**src/include/flash_host_pkg.sv**
```systemverilog
/*
  Constants shared by the flash command host: command words, address fields,
  page geometry and cycle spacing.
  Assumes a 32-bit word-store path to the flash and a 20 MHz system clock.
*/
package flash_host_pkg;

	// ----------------------------------------------------------------
	// Operations requested by the user side.
	// ----------------------------------------------------------------
	typedef enum logic [1:0] {OP_READ, OP_RESET, OP_PROG} op_t;

	// ----------------------------------------------------------------
	// Command words and unlock cycle addresses.
	// ----------------------------------------------------------------
	localparam logic [31:0] CMD_WORD_READ  = 32'h0000_00F0;
	localparam logic [31:0] UNLOCK_DATA_1  = 32'h0000_00AA;
	localparam logic [31:0] UNLOCK_DATA_2  = 32'h0000_0055;
	localparam logic [31:0] CMD_WORD_PROG  = 32'h0000_00A0;
	localparam logic [18:0] UNLOCK_OFS_1   = 19'h0_5554;
	localparam logic [18:0] UNLOCK_OFS_2   = 19'h0_AAA8;

	// ----------------------------------------------------------------
	// Address fields.
	// ----------------------------------------------------------------
	localparam int          REGION_LSB     = 21;
	localparam int          CHIP_LSB       = 19;
	localparam int          PAGE_LSB       = 9;
	localparam logic [1:0]  CHIP_0         = 2'h0;
	localparam logic [1:0]  CHIP_1         = 2'h2;
	localparam logic [8:0]  PAGE_TOP_OFS   = 9'h000;

	// ----------------------------------------------------------------
	// Sequence lengths and spacing.
	// ----------------------------------------------------------------
	localparam logic [7:0]  UNLOCK_STEPS   = 8'h03;
	localparam logic [7:0]  PAGE_WORDS     = 8'h80;
	localparam logic [7:0]  PROG_STEPS     = 8'h83;
	localparam logic [7:0]  READ_STEPS     = 8'h02;
	localparam logic [7:0]  RESET_STEPS    = 8'h03;
	localparam int          GAP_CYCLES     = 15;
	localparam logic [3:0]  GAP_LOAD       = 4'(GAP_CYCLES - 1);

endpackage

```
**src/core/flash_cmd_host.sv**
```systemverilog
/*
  Host-side command sequencer for an on-chip flash: issues read, read/reset
  and page program sequences as spaced word-store bus write cycles.
  Assumes the flash ready/busy flag arrives asynchronously and that the
  user keeps one request per completion and supplies 128 words per page.
*/
`timescale 1ns/100ps

// What this block does
// - Read command writes F0 word once to chip 0 and chip 1.
// - Host cancels a program sequence still busy after WAIT_LIMIT cycles with the read/reset command.
// - Address bits 20 to 19 stay fixed to select the chip in program and reset commands.
// - Address bits 31 to 21 equal the region where commands run.
// - Command write cycles are spaced at least 15 clocks apart.
// - Host makes no flash loads, DMA, jumps or interrupts between cycles.
// - Each store is followed by a barrier; code runs outside flash.
// - Host checks ready/busy is one before the first write cycle, except for read/reset.
// - Programming only clears bits; each erased page programmed once.
// - Fourth cycle gives page top and first word; later words follow.
// - Host writes a whole page, unchanged words as all ones.
// - One program command writes exactly one page, never crossing it.
module flash_cmd_host
	import flash_host_pkg::*;
#(
	parameter int unsigned WAIT_LIMIT = 100000
)(
	// Clock and reset.
	input  wire logic                  clk_sys,
	input  wire logic                  rst_n,
	// User request.
	input  wire logic                  req_valid,
	input  wire flash_host_pkg::op_t   req_op,
	input  wire logic [31:0]           req_addr,
	output logic                       req_ready,
	// Page data stream.
	input  wire logic                  wr_valid,
	input  wire logic [31:0]           wr_data,
	output logic                       wr_ready,
	// Flash bus write cycles.
	output logic                       bus_wr,
	output logic [31:0]                bus_addr,
	output logic [31:0]                bus_wdata,
	// Flash status pin.
	input  wire logic                  ready_busy_flag,
	// Completion.
	output logic                       busy,
	output logic                       done,
	output logic                       error
);
	import flash_host_pkg::*;

	typedef enum logic [2:0] {ST_IDLE, ST_CHECK, ST_ISSUE, ST_GAP, ST_WAIT} state_t;

	state_t        state;
	op_t           op;
	logic [31:0]   base;
	logic [7:0]    step;
	logic [3:0]    gap;
	logic [19:0]   wait_cnt;
	logic          failed;
	logic          rb_meta;
	logic          rb;
	logic [31:0]   fifo_mem [2];
	logic          fifo_wptr;
	logic          fifo_rptr;
	logic [1:0]    fifo_cnt;

	// ----------------------------------------------------------------
	// Status pin synchroniser.
	// ----------------------------------------------------------------
	always_ff @(posedge clk_sys)
	begin
		rb_meta <= rst_n ? ready_busy_flag : 1'b0;
		rb      <= rst_n ? rb_meta : 1'b0;
	end

	// ----------------------------------------------------------------
	// Sequence decode.
	// ----------------------------------------------------------------
	localparam logic [19:0] WAIT_LOAD = 20'(WAIT_LIMIT - 1);

	wire         data_step  = (op == OP_PROG) && (step >= UNLOCK_STEPS);
	wire  [7:0]  word_idx   = step - UNLOCK_STEPS;
	wire  [8:0]  word_ofs   = {word_idx[6:0], 2'b00};
	wire  [1:0]  chip       = (op == OP_READ) ? ((step == 8'h00) ? CHIP_0 : CHIP_1)
	                                          : base[CHIP_LSB+1:CHIP_LSB];
	wire  [18:0] unlock_ofs = (step == 8'h01) ? UNLOCK_OFS_2 : UNLOCK_OFS_1;
	wire  [31:0] unlock_dat = (step == 8'h00) ? UNLOCK_DATA_1 :
	                          (step == 8'h01) ? UNLOCK_DATA_2 :
	                          (op == OP_PROG) ? CMD_WORD_PROG : CMD_WORD_READ;
	wire  [31:0] seq_addr   = data_step
	                          ? {base[31:PAGE_LSB], word_ofs}
	                          : (op == OP_READ)
	                          ? {base[31:REGION_LSB], chip, 19'h0_0000}
	                          : {base[31:REGION_LSB], chip, unlock_ofs};
	wire  [31:0] seq_data   = data_step ? fifo_mem[fifo_rptr]
	                          : (op == OP_READ) ? CMD_WORD_READ : unlock_dat;
	wire  [7:0]  last_step  = (op == OP_PROG) ? PROG_STEPS :
	                          (op == OP_READ) ? READ_STEPS : RESET_STEPS;
	wire         can_issue  = !data_step || (fifo_cnt != 2'h0);
	wire         fire       = (state == ST_ISSUE) && can_issue;
	wire         pop        = fire && data_step;
	wire         push       = wr_valid && wr_ready;
	wire  [1:0]  next_cnt   = 2'(fifo_cnt + {1'b0, push} - {1'b0, pop});
	wire         accept     = req_valid && req_ready;

	// ----------------------------------------------------------------
	// Two-entry word buffer.
	// ----------------------------------------------------------------
	always_ff @(posedge clk_sys)
	begin
		if (push)
			fifo_mem[fifo_wptr] <= wr_data;
	end

	always_ff @(posedge clk_sys)
	begin
		if (!rst_n)
		begin
			fifo_wptr <= 1'b0;
			fifo_rptr <= 1'b0;
			fifo_cnt  <= 2'h0;
			wr_ready  <= 1'b0;
		end
		else
		begin
			fifo_wptr <= fifo_wptr ^ push;
			fifo_rptr <= fifo_rptr ^ pop;
			fifo_cnt  <= next_cnt;
			wr_ready  <= (next_cnt != 2'h2);
		end
	end

	// ----------------------------------------------------------------
	// Command sequencer.
	// ----------------------------------------------------------------
	always_ff @(posedge clk_sys)
	begin
		if (!rst_n)
		begin
			state     <= ST_IDLE;
			op        <= OP_READ;
			base      <= 32'h0000_0000;
			step      <= 8'h00;
			gap       <= 4'h0;
			wait_cnt  <= 20'h0_0000;
			failed    <= 1'b0;
			req_ready <= 1'b0;
			bus_wr    <= 1'b0;
			bus_addr  <= 32'h0000_0000;
			bus_wdata <= 32'h0000_0000;
			busy      <= 1'b0;
			done      <= 1'b0;
			error     <= 1'b0;
		end
		else
		begin
			bus_wr <= 1'b0;
			done   <= 1'b0;
			error  <= 1'b0;
			unique case (state)
				ST_IDLE:
				begin
					req_ready <= !accept;
					busy      <= accept;
					if (accept)
					begin
						op       <= req_op;
						base     <= req_addr;
						step     <= 8'h00;
						failed   <= 1'b0;
						wait_cnt <= WAIT_LOAD;
						state    <= ST_CHECK;
					end
				end
				ST_CHECK:
				begin
					wait_cnt <= wait_cnt - 20'h0_0001;
					if (rb || op == OP_RESET)
						state <= ST_ISSUE;
					else if (wait_cnt == 20'h0_0000)
					begin
						error     <= 1'b1;
						busy      <= 1'b0;
						req_ready <= 1'b1;
						state     <= ST_IDLE;
					end
				end
				ST_ISSUE:
				begin
					if (can_issue)
					begin
						bus_wr    <= 1'b1;
						bus_addr  <= seq_addr;
						bus_wdata <= seq_data;
						step      <= step + 8'h01;
						gap       <= GAP_LOAD;
						state     <= ST_GAP;
					end
				end
				ST_GAP:
				begin
					gap      <= gap - 4'h1;
					wait_cnt <= WAIT_LOAD;
					if (gap == 4'h0)
					begin
						if (step != last_step)
							state <= ST_ISSUE;
						else if (op == OP_PROG)
							state <= ST_WAIT;
						else
						begin
							done      <= !failed;
							error     <= failed;
							busy      <= 1'b0;
							req_ready <= 1'b1;
							state     <= ST_IDLE;
						end
					end
				end
				ST_WAIT:
				begin
					wait_cnt <= wait_cnt - 20'h0_0001;
					if (rb)
					begin
						done      <= 1'b1;
						busy      <= 1'b0;
						req_ready <= 1'b1;
						state     <= ST_IDLE;
					end
					else if (wait_cnt == 20'h0_0000)
					begin
						op     <= OP_RESET;
						step   <= 8'h00;
						failed <= 1'b1;
						state  <= ST_ISSUE;
					end
				end
				default:
				begin
					state <= ST_IDLE;
				end
			endcase
		end
	end

	// ----------------------------------------------------------------
	// Checks.
	// ----------------------------------------------------------------
	// Counts quiet cycles since the last write cycle, saturating at its top value.
	logic [3:0]    wr_quiet;

	always_ff @(posedge clk_sys)
	begin
		if (!rst_n)
			wr_quiet <= 4'hF;
		else if (bus_wr)
			wr_quiet <= 4'h0;
		else if (wr_quiet != 4'hF)
			wr_quiet <= wr_quiet + 4'h1;
	end

	a_write_spacing: assert property (@(posedge clk_sys) disable iff (!rst_n)
		bus_wr |-> wr_quiet >= GAP_LOAD)
		else $error("Bus write cycles closer than the minimum spacing.");

	a_read_word: assert property (@(posedge clk_sys) disable iff (!rst_n)
		bus_wr && op == OP_READ |-> bus_wdata == CMD_WORD_READ)
		else $error("Read command carries a wrong data word.");

	a_read_chips: assert property (@(posedge clk_sys) disable iff (!rst_n)
		bus_wr && op == OP_READ |-> bus_addr[20:19] == ((step == 8'h01) ? CHIP_0 : CHIP_1))
		else $error("Read command does not address both chips in order.");

	a_region_bits: assert property (@(posedge clk_sys) disable iff (!rst_n)
		bus_wr |-> bus_addr[31:21] == base[31:21])
		else $error("Command cycle left the execution region.");

	a_chip_fixed: assert property (@(posedge clk_sys) disable iff (!rst_n)
		bus_wr && op != OP_READ |-> bus_addr[20:19] == base[20:19])
		else $error("Chip select bits changed inside a command.");

	a_ready_first: assert property (@(posedge clk_sys) disable iff (!rst_n)
		state == ST_CHECK && op != OP_RESET && !rb |=> state != ST_ISSUE)
		else $error("First cycle started while the flash was busy.");

	a_page_top: assert property (@(posedge clk_sys) disable iff (!rst_n)
		bus_wr && op == OP_PROG && step == 8'h04 |-> bus_addr[8:0] == PAGE_TOP_OFS)
		else $error("Fourth cycle is not the page top address.");

	a_page_walk: assert property (@(posedge clk_sys) disable iff (!rst_n)
		bus_wr && op == OP_PROG && step > UNLOCK_STEPS
		|-> bus_addr[31:9] == base[31:9] && bus_addr[8:0] == 9'({word_idx[6:0] - 7'h01, 2'b00}))
		else $error("Program word left its page or sequence.");

	a_page_count: assert property (@(posedge clk_sys) disable iff (!rst_n)
		bus_wr && op == OP_PROG |-> step <= PROG_STEPS)
		else $error("More words written than one page holds.");

	a_fail_reset: assert property (@(posedge clk_sys) disable iff (!rst_n)
		state == ST_WAIT && !rb && wait_cnt == 20'h0_0000
		|=> state == ST_ISSUE && op == OP_RESET ##[1:2] bus_wr)
		else $error("Locked flash not released with read/reset.");

endmodule

```
**config.mk**
```make
export PLATFORM = sky130hd
export DESIGN_NAME = flash_cmd_host
export DESIGN_NICKNAME = d
export VERILOG_FILES = /design/src/include/flash_host_pkg.sv /design/src/core/flash_cmd_host.sv
export SDC_FILE = /design/constraint.sdc
export NUM_CORES = 1
export LEC_CHECK = 0
export ABC_AREA = 1
export BUFFER_PORTS_ARGS = -buffer_cell sky130_fd_sc_hd__buf_2
export CAP_MARGIN = 40
export CORE_MARGIN = 8
export CORE_UTILIZATION = 51
export DETAILED_ROUTE_END_ITERATION = 7
export HOLD_SLACK_MARGIN = 0.03
export PLACE_DENSITY = 0.85
export SLEW_MARGIN = 20
export SYNTH_ARGS = -nofsm -noshare
export SYNTH_HDL_FRONTEND = slang
export SYNTH_SLANG_ARGS = --single-unit
```
**constraint.sdc**
```tcl
create_clock -name clk_sys -period 2.2 [get_ports clk_sys]
set_input_delay 0.33 -clock clk_sys [delete_from_list [all_inputs] [get_ports clk_sys]]
set_output_delay 0.33 -clock clk_sys [all_outputs]
set_load 0.02 [all_outputs]
```
==> summary.log <==
[flow_run] MaxCap Viol Count 0
[sta] Hold WS 0.0722 ns
[layout] most frequent cells in the layout sky130_fd_sc_hd__nand2_1 (326), sky130_fd_sc_hd__dfxtp_1 (136), sky130_fd_sc_hd__buf_2 (129), sky130_fd_sc_hd__nor2_1 (102), sky130_fd_sc_hd__a21oi_1 (101)
[route] # DRC 0
[sta] max-slew violations 0
[floorplanning] Chip Height 145 microns
[floorplanning] io pins 141
[global_routing] maximum number of pins on one net before global-route repair 50
[clock_tree] clock slew at the register clock pins of the worst setup and hold paths 0.07 ns
[pwr] power per standard cell area 1140 mW/mm^2
[setup_path] CP Launch Type flip-flop
[floorplanning] placement row count 47
[route] count of nets left with antenna violations after detail routing 0
[synthesis] gate count of the mapped netlist 1044
[clock_tree] total CTS buffers 17
[setup_path] start-to-end type of the worst setup path flip-flop to flip-flop
[synthesis] count of state elements after synthesis 200
[synthesis] synthesized area divided by synthesized cell count 8.14 sq um
[placement] Buffers on Ports 129
[global_routing] number of global-route vias before repair 6881
[setup_path] crit-path max cell delay 0.40 ns
[floorplanning] Core ar. 0.0164 sq mm
[route] ratio of routed vias to standard cells 5.10
[setup_path] arrival time of data at the critical path endpoint 2.37 ns
[setup_path] Data required, critical path 2.52 ns
[synthesis] most used flip-flop cell after synthesis sky130_fd_sc_hd__dfxtp_1
[layout] area of combinational cells with multiple inputs 0.00324 sq mm
[sta] Final Skew 0.00716 ns
[hold_path] worst min path class primary input to flip-flop
[global_routing] initial antenna violation count 1
[layout] Finished Cell Area 0.00990 sq mm
[clock_tree] root cell of the clock tree sky130_fd_sc_hd__clkbuf_16
[route] first-pass iteration count of the detailed router 5
[global_routing] total overflow reported by the global router 0
[clock_tree] later-pin clock latency in the skew report 0.44 ns
[clock_tree] clock tree from TritonCTS done
[layout] P&R area growth vs syn 16.6%
[sta] FMAX 488 MHz
[sta] Final Hold Vio Count 0
[sta] Sum Neg Setup Slack 0 ns
[layout] final layout net count 1246
[pwr] post-route total power 11.3 mW
[placement] DP Area 0.00931 sq mm
[synthesis] number of enable flip-flop cells after synthesis 64
[floorplanning] horizontal die dimension 145 microns
[layout] number of inserted filler cells in the final layout 1374
[clock_tree] Max Buffers Root-to-Sink 2
[sta] minimum clock period 2.05 ns
[sta] Final Cycle Share 93.1%
[layout] fraction of layout instances using a drive strength above 1 17.9%
[sta] worst slew slack as a fraction of its limit 64.5%
[synthesis] synth warn 0
[route] final wirelength 19800 microns
[synthesis] sequential cell area fraction in the yosys report 54.7%
[sta] transition time of the tightest slew-check pin 0.531 ns
[route] Avg WL per Cell 14.1 microns
[route] initial detailed-routing violation count 538
[clock_tree] number of levels in the clock H-tree 4
[pwr] Worst IR Drop VDD 0.000651 V
[pwr] static leakage power 4.33 nW
[setup_path] cells along the critical path ha_1, nor2_2, nand2_2, nand2_4, inv_4, nand3_4, inv_4, ha_1, inv_1, ha_1, nand2_1, o21ai_0
[setup_path] crit-path most repeated cell sky130_fd_sc_hd__ha_1
[global_routing] wire length of the first global-routing pass 32600 microns
[setup_path] slowest cell on the critical path sky130_fd_sc_hd__dfxtp_1
[global_routing] overall track demand over capacity in global routing 18.8%
[floorplanning] effective utilization at floorplan 51.8%
[synthesis] number of library cell types mapped by synthesis 37
[sta] Setup violations, final 0
[setup_path] crit end category flip-flop
[synthesis] share of flip-flops with an asynchronous set or reset after synthesis 0%
[sta] unrepaired setup endpoints after global routing no
[floorplanning] Die Footprint 0.0210 sq mm
[setup_path] largest fanout on the critical path 11
[placement] HPWL after detailed placement 13700 microns
[outcome] status complete, no violations
[clock_tree] total clock sinks 200
[layout] leading cell type in the layout, fill and taps excluded sky130_fd_sc_hd__nand2_1
[placement] Routability Congestion 0.921
[layout] Reg area 0.00464 sq mm
[synthesis] Netlist Area Pre-Place 0.00849 sq mm
[route] via total after detailed routing 7142
[clock_tree] number of hold buffers added after cts 0
-- Yosys cell counts (2+ instances only) --
| library cell | count | area share (%) |
|---|---|---|
| sky130_fd_sc_hd__buf_2 | 3 | 0.18 |
| sky130_fd_sc_hd__nand4_1 | 9 | 0.66 |
| sky130_fd_sc_hd__o21ai_0 | 53 | 3.1 |
| sky130_fd_sc_hd__nor2_1 | 102 | 4.5 |
| sky130_fd_sc_hd__o21ai_1 | 11 | 0.65 |
| sky130_fd_sc_hd__nor2_2 | 5 | 0.37 |
| sky130_fd_sc_hd__xnor2_1 | 5 | 0.52 |
| sky130_fd_sc_hd__nand2_4 | 2 | 0.27 |
| sky130_fd_sc_hd__or2_2 | 5 | 0.37 |
| sky130_fd_sc_hd__dfxtp_1 | 136 | 32 |
| sky130_fd_sc_hd__nand2_1 | 326 | 14 |
| sky130_fd_sc_hd__nand3_1 | 45 | 2.7 |
| sky130_fd_sc_hd__a31oi_1 | 4 | 0.29 |
| sky130_fd_sc_hd__nand2_2 | 6 | 0.44 |
| sky130_fd_sc_hd__edfxtp_1 | 64 | 23 |
| sky130_fd_sc_hd__nor3_1 | 3 | 0.18 |
| sky130_fd_sc_hd__a21oi_1 | 101 | 6.0 |
| sky130_fd_sc_hd__inv_1 | 79 | 3.5 |
| sky130_fd_sc_hd__mux2i_1 | 2 | 0.24 |
| sky130_fd_sc_hd__buf_6 | 10 | 1.3 |
| sky130_fd_sc_hd__clkbuf_1 | 27 | 1.2 |
| sky130_fd_sc_hd__inv_4 | 2 | 0.15 |
| sky130_fd_sc_hd__xor2_1 | 8 | 0.83 |
| sky130_fd_sc_hd__nand3b_1 | 4 | 0.35 |
| sky130_fd_sc_hd__ha_1 | 9 | 1.3 |
| sky130_fd_sc_hd__inv_2 | 8 | 0.35 |
| sky130_fd_sc_hd__buf_4 | 5 | 0.44 |
-- path summary, 6_finish.rpt --
path	start	to	slack (ns)	cells after the start
min	ready_busy_flag	rb_meta$_SDFF_PN0_	0.07	3
max reg2reg	step[1]$_SDFFE_PN0P_	wr_ready$_SDFF_PN0_	0.15	12
min reg2reg	rb_meta$_SDFF_PN0_	rb$_SDFF_PN0_	0.42	2
max	step[1]$_SDFFE_PN0P_	wr_ready$_SDFF_PN0_	0.15	12
-- through the flow --
stage,worst slack (ns),utilization (%),std cells
finish,0.153,60.3,1400
global route,0.00447,60.3,1400
CTS,0.128,60.3,1398
detailed placement,0.166,56.8,1366
global placement,0.226,56.8,1366
floorplan,0.0179,-,1045
-- flip-flops by register name, indices dropped and copies added (netlist names), 2 cells and up, named ones only --
register	cells
bus_addr	30
wait_cnt	20
op	2
gap	4
state	3
fifo_mem	64
bus_wdata	32
base	23
fifo_cnt	2
step	8
-- routing by layer --
layer | routed length [microns] | vias to the layer above | global-route usage [%]
li1 | - | 3608 | -
met1 | 8100 | 3256 | 21.1
met3 | 1390 | 44 | 5.38
met2 | 9750 | 234 | 32.9
met5 | 0 | - | 0
met4 | 534 | 0 | 8.00
-- final cells by class --
cell class	instances	share of cell area [%]
Antenna cell	1	0.0253
Clock buffer	20	4.74
Clock inverter	12	1.07
Inverter	89	3.43
Multi-Input combinational cell	710	32.7
Sequential cell	200	46.9
Tap cell	220	2.78
Timing Repair Buffer	148	8.34
-- worst max-delay path, delay by kind of cell, from the launching register on --
kind            cells  cell delay (ns)
compound gates      1             0.09
fa+ha+maj           3             0.74
buf+inv             3             0.27
flops               1             0.40
simple gates        5             0.43
-- report_power, final --
group	switching (mW)	internal [mW]	total, mW
combinational	2.43	1.16	3.60
clock	1.43	1.59	3.02
sequential	0.318	4.35	4.67
-- kinds of logic (layout without fill, tap and decap cells) --
kind of cell	Yosys count	in the layout	share of synthesized area [%]
multiplexers	2	2	0.236
adder cells (fa/ha/maj)	9	9	1.33
other	1	3	0.0442
AO/OA/AOI/OAI	174	174	10.5
flip-flops	200	200	54.7
XOR/XNOR	13	13	1.34
AND/OR/NAND/NOR	510	510	24.6
buffers and inverters	135	269	7.31
-- repair_timing --
action                                 4_1_cts  5_1_grt
gates resized for setup                      0        0
setup buffers                                0        1
setup endpoints to repair                    0        2
endpoints found under the hold margin        0        0
No activity file was read; power rests on OpenSTA's default activity.
